--- config.mk ---
export PLATFORM = sky130hd
export DESIGN_NAME = mcr_top
export DESIGN_NICKNAME = d
export VERILOG_FILES = /design/src/hdl/mcr_pkg.sv /design/src/hdl/mcr_top.sv
export SDC_FILE = /design/constraint.sdc
export NUM_CORES = 2
export LEC_CHECK = 0
export BUFFER_PORTS_ARGS = -buffer_cell sky130_fd_sc_hd__buf_2
export CORE_ASPECT_RATIO = 1.75
export CORE_UTILIZATION = 60
export CTS_CLUSTER_SIZE = 8
export DETAILED_ROUTE_END_ITERATION = 8
export PLACE_DENSITY = 0.79
export SLEW_MARGIN = 0
export SYNTH_ARGS = -nofsm -noshare
export SYNTH_HDL_FRONTEND = slang
export SYNTH_SLANG_ARGS = --single-unit
--- constraint.sdc ---
create_clock -name CLK_SYS -period 12 [get_ports CLK_SYS]
set_clock_uncertainty 0.05 [all_clocks]
set_input_delay 0.6 -clock CLK_SYS [delete_from_list [all_inputs] [get_ports CLK_SYS]]
set_output_delay 0.6 -clock CLK_SYS [all_outputs]
set_load 0.02 [all_outputs]
--- src/hdl/mcr_pkg.sv ---
// Shared constants for the meter correction register bank.
package mcr_pkg;

   // Data width of every correction word.
   localparam int MCR_W = 24;
   // Number of current/reactive channels.
   localparam int MCR_CH = 2;

   // Byte address layout: page in [12:8], register index in [7:2].
   localparam int MCR_ADDR_W = 13;
   localparam int MCR_PAGE_LSB = 8;
   localparam int MCR_PAGE_MSB = 12;
   localparam int MCR_IDX_LSB = 2;
   localparam int MCR_IDX_MSB = 7;

   // Pages holding the bank.
   localparam logic [4:0] MCR_PAGE_0 = 5'h00;
   localparam logic [4:0] MCR_PAGE_16 = 5'h10;
   localparam logic [4:0] MCR_PAGE_18 = 5'h12;

   // Register indices within a page; byte address is four times the index.
   localparam logic [5:0] MCR_IDX_ZERO_CROSS_COUNT = 6'h37;
   localparam logic [5:0] MCR_IDX_CURRENT1_AC_OFFSET = 6'h25;
   localparam logic [5:0] MCR_IDX_REACTIVE1_AVG_OFFSET = 6'h26;
   localparam logic [5:0] MCR_IDX_CURRENT2_AC_OFFSET = 6'h2C;
   localparam logic [5:0] MCR_IDX_REACTIVE2_AVG_OFFSET = 6'h2D;
   localparam logic [5:0] MCR_IDX_TEMPERATURE_GAIN = 6'h36;
   localparam logic [5:0] MCR_IDX_TEMPERATURE_OFFSET = 6'h37;
   localparam logic [5:0] MCR_IDX_CURRENT_CROSSING_THRESHOLD = 6'h18;
   localparam logic [5:0] MCR_IDX_VOLTAGE_CROSSING_THRESHOLD = 6'h3A;
   localparam logic [5:0] MCR_IDX_CALIBRATION_SCALE = 6'h3F;

   // Reset values.
   localparam logic [23:0] MCR_RST_ZERO_CROSS_COUNT = 24'h000064;
   localparam logic [23:0] MCR_RST_AC_OFFSET = 24'h000000;
   localparam logic [23:0] MCR_RST_REACTIVE_OFFSET = 24'h000000;
   localparam logic [23:0] MCR_RST_TEMPERATURE_GAIN = 24'h06B716;
   localparam logic [23:0] MCR_RST_TEMPERATURE_OFFSET = 24'hD53998;
   localparam logic [23:0] MCR_RST_CROSSING_THRESHOLD = 24'h100000;
   localparam logic [23:0] MCR_RST_CALIBRATION_SCALE = 24'h4CCCCC;

   // Signed and unsigned saturation limits of a 24-bit word.
   localparam logic [23:0] MCR_SAT_POS = 24'h7FFFFF;
   localparam logic [23:0] MCR_SAT_NEG = 24'h800000;
   localparam logic [23:0] MCR_SAT_UNS = 24'hFFFFFF;

   // Fixed-point positions: temperature words carry 16 fraction bits.
   localparam int MCR_TEMP_FRAC = 16;
   // Gain quotient: scale (Q1.23) over rms (Q0.24) into Q2.22 needs 23 extra bits.
   localparam int MCR_DIV_SHIFT = 23;
   localparam int MCR_DIV_NUM_W = 47;
   localparam logic [5:0] MCR_DIV_STEPS = 6'd47;

   // Width of the line-period sample counter.
   localparam int MCR_PER_W = 32;

   // AHB transfer type bit that marks NONSEQ or SEQ.
   localparam int MCR_HTRANS_ACTIVE = 1;

endpackage

--- src/hdl/mcr_top.sv ---
`timescale 1ns/1ps
//
// Summary of operation
// - Reactive offset added to averaged reactive power.
// - Reactive offset is signed Q1.23 fraction.
// - Both current AC offsets reset to zero.
// - AC offset unsigned, LSB weighs 2^-24.
// - AC offset corrects only the mean square.
// - Temperature scaled by unsigned Q8.16 gain.
// - Temperature offset by signed Q8.16 offset.
// - Gain calibration writes scale over RMS.
// - Scale word sets calibrated RMS target level.
// - Voltage crossings only above voltage threshold.
// - Current crossings only above current threshold.
// - Line frequency over programmed crossing count.
// - AC calibration stores squared residual RMS.
//
module mcr_top
   import mcr_pkg::*;
(
   input wire logic CLK_SYS,
   input wire logic RESETN,
   // AHB-Lite slave.
   input wire logic HSEL,
   input wire logic [31:0] HADDR,
   input wire logic [1:0] HTRANS,
   input wire logic HWRITE,
   input wire logic [2:0] HSIZE,
   input wire logic [31:0] HWDATA,
   input wire logic HREADY,
   output logic [31:0] HRDATA,
   output logic HREADYOUT,
   output logic HRESP,
   // Averaged reactive power per channel, before offset.
   input wire logic [23:0] REACTIVE1_AVERAGE_RAW,
   input wire logic [23:0] REACTIVE2_AVERAGE_RAW,
   output logic [23:0] REACTIVE1_AVERAGE_RESULT,
   output logic [23:0] REACTIVE2_AVERAGE_RESULT,
   // Mean square of each current channel, before AC offset removal.
   input wire logic [23:0] CURRENT1_MEAN_SQUARE,
   input wire logic [23:0] CURRENT2_MEAN_SQUARE,
   output logic [23:0] CURRENT1_MEAN_SQUARE_CORRECTED,
   output logic [23:0] CURRENT2_MEAN_SQUARE_CORRECTED,
   // Raw temperature and its corrected value.
   input wire logic [23:0] TEMPERATURE_RAW,
   output logic [23:0] TEMPERATURE_RESULT,
   // Calibration requests from the calibration sequencer.
   input wire logic AC_CAL_START,
   input wire logic GAIN_CAL_START,
   input wire logic CAL_CHANNEL,
   input wire logic [23:0] CURRENT_RMS_RESULT,
   output logic GAIN_CAL_BUSY,
   output logic CURRENT_GAIN_WRITE,
   output logic CURRENT_GAIN_CHANNEL,
   output logic [23:0] CURRENT_GAIN_WORD,
   // Zero-crossing qualification and line frequency measurement.
   input wire logic [23:0] VOLTAGE_PEAK,
   input wire logic [23:0] CURRENT_PEAK,
   input wire logic VOLTAGE_CROSSING,
   input wire logic SAMPLE_STROBE,
   output logic VOLTAGE_CROSSING_ENABLE,
   output logic CURRENT_CROSSING_ENABLE,
   output logic [31:0] LINE_PERIOD_SAMPLES,
   output logic LINE_PERIOD_VALID
);

   ////////////////////////////////////////////////////////////////////////////////////////
   // State of the block, held as one packed struct.

   typedef struct packed
   {
      logic [23:0] zero_cross_count;
      logic [1:0][23:0] current_ac_offset;
      logic [1:0][23:0] reactive_avg_offset;
      logic [23:0] temperature_gain;
      logic [23:0] temperature_offset;
      logic [23:0] current_crossing_threshold;
      logic [23:0] voltage_crossing_threshold;
      logic [23:0] calibration_scale;
      logic ph_valid;
      logic ph_write;
      logic [4:0] ph_page;
      logic [5:0] ph_index;
      logic [31:0] hrdata;
      logic hreadyout;
      logic [1:0][23:0] reactive_result;
      logic [1:0][23:0] ms_corrected;
      logic [23:0] temp_result;
      logic div_busy;
      logic div_chan;
      logic [5:0] div_steps;
      logic [46:0] div_num;
      logic [46:0] div_quot;
      logic [24:0] div_rem;
      logic [23:0] div_den;
      logic gain_write;
      logic gain_chan;
      logic [23:0] gain_word;
      logic v_enable;
      logic i_enable;
      logic [23:0] crossings;
      logic [31:0] sample_count;
      logic [31:0] period;
      logic period_valid;
   } mcr_state_t;

   // Registered state and its next value.
   mcr_state_t state;
   mcr_state_t next_state;

   // Per-channel inputs gathered for indexed use.
   logic [1:0][23:0] raw_q;
   logic [1:0][23:0] raw_ms;
   // Per-channel combinational results.
   logic [1:0][23:0] sum_q;
   logic [1:0][23:0] diff_ms;

   assign raw_q[0] = REACTIVE1_AVERAGE_RAW;
   assign raw_q[1] = REACTIVE2_AVERAGE_RAW;
   assign raw_ms[0] = CURRENT1_MEAN_SQUARE;
   assign raw_ms[1] = CURRENT2_MEAN_SQUARE;

   ////////////////////////////////////////////////////////////////////////////////////////
   // Per-channel corrections from the live offsets.

   genvar ch;
   generate
      for (ch = 0; ch < MCR_CH; ch++)
      begin : g_chan
         // One guard bit catches overflow of the signed Q1.23 sum.
         logic [24:0] q_wide;
         assign q_wide = {raw_q[ch][23], raw_q[ch]}
            + {state.reactive_avg_offset[ch][23], state.reactive_avg_offset[ch]};
         // Saturate instead of wrapping so a large offset cannot flip the sign.
         assign sum_q[ch] = (q_wide[24] == q_wide[23]) ? q_wide[23:0]
            : (q_wide[24] ? MCR_SAT_NEG : MCR_SAT_POS);
         // The AC offset is removed from the squared value only and floors at zero.
         assign diff_ms[ch] = (raw_ms[ch] >= state.current_ac_offset[ch])
            ? raw_ms[ch] - state.current_ac_offset[ch] : '0;
      end
   endgenerate

   ////////////////////////////////////////////////////////////////////////////////////////
   // Next-state logic.

   always_comb
   begin
      logic [48:0] t_prod;
      logic [24:0] t_scaled;
      logic [24:0] t_sum;
      logic [47:0] sq;
      logic [24:0] trial;
      logic [23:0] wdata;
      logic [23:0] rdval;
      logic [23:0] target;
      logic take;
      t_prod = '0;
      t_scaled = '0;
      t_sum = '0;
      sq = '0;
      trial = '0;
      wdata = '0;
      rdval = '0;
      target = '0;
      take = 1'b0;
      next_state = state;

      // Data phase of a write: store the low 24 bits of the word.
      wdata = HWDATA[23:0];
      if (state.ph_valid && state.ph_write)
      begin
         unique case ({state.ph_page, state.ph_index})
            {MCR_PAGE_0, MCR_IDX_ZERO_CROSS_COUNT}:
               next_state.zero_cross_count = wdata;
            {MCR_PAGE_16, MCR_IDX_CURRENT1_AC_OFFSET}:
               next_state.current_ac_offset[0] = wdata;
            {MCR_PAGE_16, MCR_IDX_CURRENT2_AC_OFFSET}:
               next_state.current_ac_offset[1] = wdata;
            {MCR_PAGE_16, MCR_IDX_REACTIVE1_AVG_OFFSET}:
               next_state.reactive_avg_offset[0] = wdata;
            {MCR_PAGE_16, MCR_IDX_REACTIVE2_AVG_OFFSET}:
               next_state.reactive_avg_offset[1] = wdata;
            {MCR_PAGE_16, MCR_IDX_TEMPERATURE_GAIN}:
               next_state.temperature_gain = wdata;
            {MCR_PAGE_16, MCR_IDX_TEMPERATURE_OFFSET}:
               next_state.temperature_offset = wdata;
            {MCR_PAGE_18, MCR_IDX_CURRENT_CROSSING_THRESHOLD}:
               next_state.current_crossing_threshold = wdata;
            {MCR_PAGE_18, MCR_IDX_VOLTAGE_CROSSING_THRESHOLD}:
               next_state.voltage_crossing_threshold = wdata;
            {MCR_PAGE_18, MCR_IDX_CALIBRATION_SCALE}:
               next_state.calibration_scale = wdata;
            // Unmapped addresses swallow the write.
            default:
            begin
            end
         endcase
      end

      // AC offset calibration overrides a same-cycle software write.
      sq = CURRENT_RMS_RESULT * CURRENT_RMS_RESULT;
      if (AC_CAL_START)
      begin
         next_state.current_ac_offset[CAL_CHANNEL] = sq[47:24];
      end

      // Address phase: read data come from the next values,
      // so a write just before is seen.
      take = HSEL && HREADY && HTRANS[MCR_HTRANS_ACTIVE];
      next_state.ph_valid = take;
      next_state.ph_write = HWRITE;
      next_state.ph_page = HADDR[MCR_PAGE_MSB:MCR_PAGE_LSB];
      next_state.ph_index = HADDR[MCR_IDX_MSB:MCR_IDX_LSB];
      unique case ({HADDR[MCR_PAGE_MSB:MCR_PAGE_LSB], HADDR[MCR_IDX_MSB:MCR_IDX_LSB]})
         {MCR_PAGE_0, MCR_IDX_ZERO_CROSS_COUNT}: rdval = next_state.zero_cross_count;
         {MCR_PAGE_16, MCR_IDX_CURRENT1_AC_OFFSET}: rdval = next_state.current_ac_offset[0];
         {MCR_PAGE_16, MCR_IDX_CURRENT2_AC_OFFSET}: rdval = next_state.current_ac_offset[1];
         {MCR_PAGE_16, MCR_IDX_REACTIVE1_AVG_OFFSET}: rdval = next_state.reactive_avg_offset[0];
         {MCR_PAGE_16, MCR_IDX_REACTIVE2_AVG_OFFSET}: rdval = next_state.reactive_avg_offset[1];
         {MCR_PAGE_16, MCR_IDX_TEMPERATURE_GAIN}: rdval = next_state.temperature_gain;
         {MCR_PAGE_16, MCR_IDX_TEMPERATURE_OFFSET}: rdval = next_state.temperature_offset;
         {MCR_PAGE_18, MCR_IDX_CURRENT_CROSSING_THRESHOLD}:
            rdval = next_state.current_crossing_threshold;
         {MCR_PAGE_18, MCR_IDX_VOLTAGE_CROSSING_THRESHOLD}:
            rdval = next_state.voltage_crossing_threshold;
         {MCR_PAGE_18, MCR_IDX_CALIBRATION_SCALE}: rdval = next_state.calibration_scale;
         // Unmapped addresses read as zero.
         default: rdval = '0;
      endcase
      if (take && !HWRITE)
      begin
         next_state.hrdata = {8'h00, rdval};
      end
      // The slave never inserts wait states.
      next_state.hreadyout = 1'b1;

      // Registered channel results.
      next_state.reactive_result = sum_q;
      next_state.ms_corrected = diff_ms;

      // Temperature: signed Q8.16 times unsigned Q8.16, back to Q8.16.
      t_prod = $signed(TEMPERATURE_RAW) * $signed({1'b0, state.temperature_gain});
      if (t_prod[48:39] == {10{t_prod[39]}})
      begin
         t_scaled = {t_prod[39], t_prod[39:16]};
      end
      else
      begin
         // Product out of range: clamp before the offset is added.
         t_scaled = t_prod[48] ? {1'b1, MCR_SAT_NEG} : {1'b0, MCR_SAT_POS};
      end
      t_sum = t_scaled + {state.temperature_offset[23], state.temperature_offset};
      next_state.temp_result = (t_sum[24] == t_sum[23]) ? t_sum[23:0]
         : (t_sum[24] ? MCR_SAT_NEG : MCR_SAT_POS);

      // Gain calibration: restoring division of scale by the measured RMS.
      next_state.gain_write = 1'b0;
      if (!state.div_busy && GAIN_CAL_START)
      begin
         next_state.div_busy = 1'b1;
         next_state.div_chan = CAL_CHANNEL;
         next_state.div_steps = MCR_DIV_STEPS;
         // Negative scale values are unused.
         next_state.div_num = {state.calibration_scale, 23'h000000};
         next_state.div_den = CURRENT_RMS_RESULT;
         next_state.div_rem = '0;
         next_state.div_quot = '0;
      end
      else if (state.div_busy)
      begin
         if (state.div_steps != 6'd0)
         begin
            trial = {state.div_rem[23:0], state.div_num[46]};
            next_state.div_num = {state.div_num[45:0], 1'b0};
            if (trial >= {1'b0, state.div_den})
            begin
               next_state.div_rem = trial - {1'b0, state.div_den};
               next_state.div_quot = {state.div_quot[45:0], 1'b1};
            end
            else
            begin
               next_state.div_rem = trial;
               next_state.div_quot = {state.div_quot[45:0], 1'b0};
            end
            next_state.div_steps = state.div_steps - 6'd1;
         end
         else
         begin
            // Gain of four or more or a zero RMS saturates rather than wrapping.
            next_state.div_busy = 1'b0;
            next_state.gain_write = 1'b1;
            next_state.gain_chan = state.div_chan;
            next_state.gain_word = (state.div_den == '0 || state.div_quot[46:24] != '0)
               ? MCR_SAT_UNS : state.div_quot[23:0];
         end
      end

      // Crossing detection is qualified by the peak level (signed compare).
      next_state.v_enable = $signed(VOLTAGE_PEAK)
         > $signed(state.voltage_crossing_threshold);
      next_state.i_enable = $signed(CURRENT_PEAK)
         > $signed(state.current_crossing_threshold);

      // Line period: samples elapsed over the programmed number of crossings.
      // A programmed zero is run as one so the counter can never stall.
      target = (state.zero_cross_count == '0) ? 24'h000001 : state.zero_cross_count;
      next_state.period_valid = 1'b0;
      if (SAMPLE_STROBE)
      begin
         next_state.sample_count = state.sample_count + 32'h00000001;
      end
      if (VOLTAGE_CROSSING && state.v_enable)
      begin
         if (state.crossings + 24'h000001 >= target)
         begin
            next_state.period = next_state.sample_count;
            next_state.period_valid = 1'b1;
            next_state.crossings = '0;
            next_state.sample_count = '0;
         end
         else
         begin
            next_state.crossings = state.crossings + 24'h000001;
         end
      end
   end

   ////////////////////////////////////////////////////////////////////////////////////////
   // State register; asynchronous reset to the defaults.

   always_ff @(posedge CLK_SYS or negedge RESETN)
   begin
      if (!RESETN)
      begin
         state <= '0;
         state.zero_cross_count <= MCR_RST_ZERO_CROSS_COUNT;
         state.current_ac_offset <= {MCR_RST_AC_OFFSET, MCR_RST_AC_OFFSET};
         state.reactive_avg_offset <= {MCR_RST_REACTIVE_OFFSET, MCR_RST_REACTIVE_OFFSET};
         state.temperature_gain <= MCR_RST_TEMPERATURE_GAIN;
         state.temperature_offset <= MCR_RST_TEMPERATURE_OFFSET;
         state.current_crossing_threshold <= MCR_RST_CROSSING_THRESHOLD;
         state.voltage_crossing_threshold <= MCR_RST_CROSSING_THRESHOLD;
         state.calibration_scale <= MCR_RST_CALIBRATION_SCALE;
         state.hreadyout <= 1'b1;
      end
      else
      begin
         state <= next_state;
      end
   end

   ////////////////////////////////////////////////////////////////////////////////////////
   // Outputs other than HRESP straight from the state register.

   assign HRDATA = state.hrdata;
   assign HREADYOUT = state.hreadyout;
   assign HRESP = 1'b0;
   assign REACTIVE1_AVERAGE_RESULT = state.reactive_result[0];
   assign REACTIVE2_AVERAGE_RESULT = state.reactive_result[1];
   assign CURRENT1_MEAN_SQUARE_CORRECTED = state.ms_corrected[0];
   assign CURRENT2_MEAN_SQUARE_CORRECTED = state.ms_corrected[1];
   assign TEMPERATURE_RESULT = state.temp_result;
   assign GAIN_CAL_BUSY = state.div_busy;
   assign CURRENT_GAIN_WRITE = state.gain_write;
   assign CURRENT_GAIN_CHANNEL = state.gain_chan;
   assign CURRENT_GAIN_WORD = state.gain_word;
   assign VOLTAGE_CROSSING_ENABLE = state.v_enable;
   assign CURRENT_CROSSING_ENABLE = state.i_enable;
   assign LINE_PERIOD_SAMPLES = state.period;
   assign LINE_PERIOD_VALID = state.period_valid;

endmodule

* Word level (Yosys, flattened, before mapping)
Cells that the tools add are included.
Widths: inputs -> output; s select.
** Word-level totals
- Logic and storage cells :: 142
- Input port bits :: 271
- Register bits after elaboration :: 664
- Output and inout port bits :: 216
** Cells by class
- Magnitude comparators :: 8
- Eq/ne operators :: 24
- Bitwise gates (word level) :: 2
- Reductions and logical operators :: 19
- Add/subtract/negate cells :: 9
- $mul :: 2
- Multiplexer cells :: 42
** Operator list (count)
- $mux 24 :: 22
- $mux 125 :: 3
- $mux 240 :: 1
- $pmux 24 s10 :: 1
- $eq 11x11->1 const B :: 18
- $mux 65 :: 2
- $mux 26 :: 4
- $ge 24x24->1 :: 3
- $add 24x24->25 :: 2
- $mux 25 :: 2
- $mul 24x25->49 :: 1
- $bwmux 48 :: 1
- $gt 24x24->1 :: 2
- $logic_not 24->1 :: 2
- $mul 24x24->48 :: 1
- $mux 48 :: 1
- $sub 24x24->24 :: 2
- $add 32x1->32 const B :: 1
- $mux 32 :: 1
- $add 25x25->25 :: 1
- $ge 25x24->1 :: 1
- $sub 25x24->25 :: 1
- $add 24x1->24 const B :: 1
- $demux 24 s1 :: 1
- 16 further kinds :: 31

* Depth between registers and ports, before layout
- Depth in word-level cells :: 7
- Depth in mapped cells :: 43
- Depth with buffers taken out :: 40

* Worst setup path before layout
Ideal clock, no wire load.
- Path type :: input-to-reg
- Start point :: input TEMPERATURE_RAW[9]
- End point :: register state (netlist bit TEMPERATURE_RESULT[22])
- Library setup time :: 0.131 ns
- Data arrival time :: 10.142 ns
- Required time :: 11.819 ns
- Path slack :: 1.677 ns
- Path buffers :: 3
- Stages :: 39
- Cells stage by stage :: clkbuf_1 nand2_1 fa_1 inv_1 fa_1 inv_1 fa_1 inv_1 fa_1 fa_1 fa_1 inv_1 fa_1 inv_1 ha_1 a21o_1 a21o_1 a21o_1 [... 3 more ...] o41ai_1 nand4bb_2 a21oi_4 buf_12 mux2i_1 ha_1 a21o_1 a21oi_2 o21bai_1 a211oi_2 nor3_1 o221ai_2 a21oi_1 a311o_1 a221oi_2 xnor2_1 buf_2 maj3_1
** RTL lines
- start, declared :: RTL line mcr_top.sv:45 : input wire logic [23:0] TEMPERATURE_RAW,
- end signal, assigned :: RTL line mcr_top.sv:348 : state <= next_state;
- end, declared :: RTL line mcr_top.sv:108 : mcr_state_t state;

==> flow_summary.toml <==
[clock_network]
clk_latency_ps = 700
numCtsBuffers = 91
clock-sinks = 641
clock_path_buffers = 3
path_clk_slew_ps = 50
cts_root_buf = "clkbuf_16"
cts_max_level = 3
post_cts.repair.setup_buffers = 0
tritoncts = "done"

[placement]
pre_cts_ws_ps = 557
place_congestion = 1.00
dp_hpwl_um = 167000
place.port_buffers = 443
dpl.cell_count = 9211

[timing]
min_period_over_period_pct = 95.1
fmax_mhz = 87.6
postLayoutSetupSlackWorst_ps = 588
setup_viol = 0
final.setup.tns_ps = 0
slew_headroom_pct = 14.3
rsz0062_at_grt = "false"
worst_slew_pin_slew_ps = 1280
timing.final.max_slew_violations = 0
fin_crit_ps = 11410
holdWs_ps = 22.7
final-hold-violation-count = 0

[die]
core_area_um2 = 118000
die-area_um2 = 121000
fp.dieW_um = 263
start_util_pct = 60.5
rows = 167
io-pin-count = 487
fp.dieH_um = 459

[layout]
utilization_pct = 64.4
seq_area_um2 = 16100
nFillCells = 9579
multi_input_comb_area_um2 = 47900
layout.cells.non_filler = 9368
drive_above_1_share_pct = 10.8
areaGrowthSynthToFinish_pct = 6.51
finalNetCount = 9556

[yosys]
synth_top_cell_by_area = "fa_1"
synth.distinct_cells = 109
synth_seq_area_share_pct = 22.5
ys_top_cells_by_area = "fa_1 (25%), dfrtp_1 (21%), ha_1 (10%)"
yosysMostFrequentCell = "inv_1"
netlist_area_um2 = 71500
syn_avg_cell_area_um2 = 9.28
yosys_warnings = 0
netlist_instances = 7706
synth_seq_cells = 641
synth-main-ff-cell = "dfrtp_1"
synth_edf_count = 0
yosys-top-cells-count = "inv_1 (1273), nand2_1 (945), fa_1 (909)"
async_reset_ff_share_pct = 100
netlist.area_leader.share_pct = 25.5

[route]
via_per_inst = 5.98
ant_nets = 0
via_count = 56100
drt-initial-drc-count = 4612
drt_pass1_iterations = 9
drt-wirelength-per-cell_um = 22.8
wl_um = 214000
drc = 0

[global_routing]
grt_util_all_layers_pct = 35.8
antenna_found_initial = 33
grt-ovfl-total = 0
grt_pass1_vias = 59600
grt_pass1_wl_um = 330000
grt_max_degree = 161

[worst_setup_path]
slowest_stage = "dfstp_2"
setup.worst_path.start_class = "flip-flop"
slowest_delay_ps = 940
path_buf_inv = 7
critical_path_class = "flip-flop to flip-flop"
crit_required_ps = 12500
critPathTopFamily = "adder cells"
crit_path_max_fanout = 25
path_common_cell = "fa_1"
endpoint_kind = "flip-flop"
crit_arrival_ps = 11920

[pwr]
max-vdd-ir-drop_mv = 0.768
p_per_area_nw_per_um2 = 255
p_leak_uw = 0.0386

[run_status]
outcome = "complete, no violations"

[worst_hold_path]
min-delay-path-class = "primary input to flip-flop"

[job]
maxCapViolations = 0
[power by group]
| group | switching [uW] | total [uW] | internal (uW) | leakage (uW) |
|---|---|---|---|---|
| Sequential | 327 | 3040 | 2720 | 0.00760 |
| Clock | 1030 | 2420 | 1390 | 0.00124 |
| Combinational | 8830 | 13900 | 5100 | 0.0298 |
| Total | 10200 | 19400 | 9200 | 0.0386 |
[what timing repair did]
action,4_1_cts,5_1_grt
endpoints found under the setup margin,0,6
endpoints found under the hold margin,53,0
hold buffers,3,0
resized for setup,0,3
[kinds of logic (layout without fill, tap and decap cells)]
| kind of cell | Yosys count | count (layout) | synth area share, % |
|---|---|---|---|
| adder cells (fa/ha/maj) | 1529 | 1529 | 36.2 |
| flip-flops | 641 | 641 | 22.5 |
| XOR/XNOR | 227 | 227 | 2.78 |
| other | 2 | 33 | 0.0105 |
| multiplexers | 205 | 205 | 3.06 |
| AO/OA/AOI/OAI | 1033 | 1033 | 9.57 |
| AND/OR/NAND/NOR | 2257 | 2257 | 15.1 |
| buffers and inverters | 1812 | 1922 | 10.7 |
[routing by layer]
metal | wire, um | vias up | global-route usage [%]
li1 | - | 24600 | -
met1 | 72200 | 28000 | 38.7
met2 | 106000 | 2583 | 61.7
met3 | 16200 | 887 | 7.04
met4 | 19100 | 24 | 27.6
met5 | 148 | - | 0
[state kept, by name (all words and copies together), names as in the netlist]
register and flops:
CURRENT_GAIN_CHANNEL 1, state 435, CURRENT1_MEAN_SQUARE_CORRECTED 24, REACTIVE2_AVERAGE_RESULT 24
REACTIVE1_AVERAGE_RESULT 24, CURRENT_GAIN_WORD 24, GAIN_CAL_BUSY 1, TEMPERATURE_RESULT 24
LINE_PERIOD_SAMPLES 32, CURRENT2_MEAN_SQUARE_CORRECTED 24, CURRENT_CROSSING_ENABLE 1, LINE_PERIOD_VALID 1
HRDATA 24, VOLTAGE_CROSSING_ENABLE 1, CURRENT_GAIN_WRITE 1
[stage by stage]
stage	total power [uW]	area, um^2
floorplan	12700	71500
global placement	16400	73500
detailed placement	16700	73500
CTS	19300	76100
global route	20900	76100
finish	19400	76200
[final cells by class]
class	instances	area share, %
inverter	1274	6.28
clock inverter	10	0.268
antenna	23	0.0756
sequential	641	21.1
clock buffer	121	3.15
multi-input combinational	5261	62.9
tap	1521	2.50
timing repair buffer	517	3.68
[placed cells by master, fill, tap and decap left out, drive strengths merged, types with 20 or more instances in the layout]
master  instances
mux2i          99
or3            25
nand3         133
o211ai         23
xor2          101
xnor2         126
a211oi         26
ha            590
dfstp          39
a31oi          53
nand2         945
and3           48
buf           514
fa            909
o21ai         228
clkbuf        121
nor3           73
o31ai          30
dfrtp         602
o21a           37
a22oi          20
nand4          52
a21oi         277
maj3           30
nor2b          49
inv          1274
nand2b         55
nor4           34
and2          436
diode          23
o22a           25
mux2          106
o21bai         24
a21o          112
nor2          331
[final timing paths]
check | startpoint | to | slack, ps | cells past startpoint
worst max-delay path | state[540] | TEMPERATURE_RESULT[3] | 590 | 38
worst min-delay path | HWRITE | state[432] | 20 | 1
worst max register to register | state[540] | TEMPERATURE_RESULT[3] | 590 | 38
worst min register to register | state[201] | state[202] | 420 | 2
max in group asynchronous | RESETN | state[541] | 9130 | 4
min in group asynchronous | RESETN | CURRENT1_MEAN_SQUARE_CORRECTED[16] | 320 | 2
(Power assumes the default switching activity.)
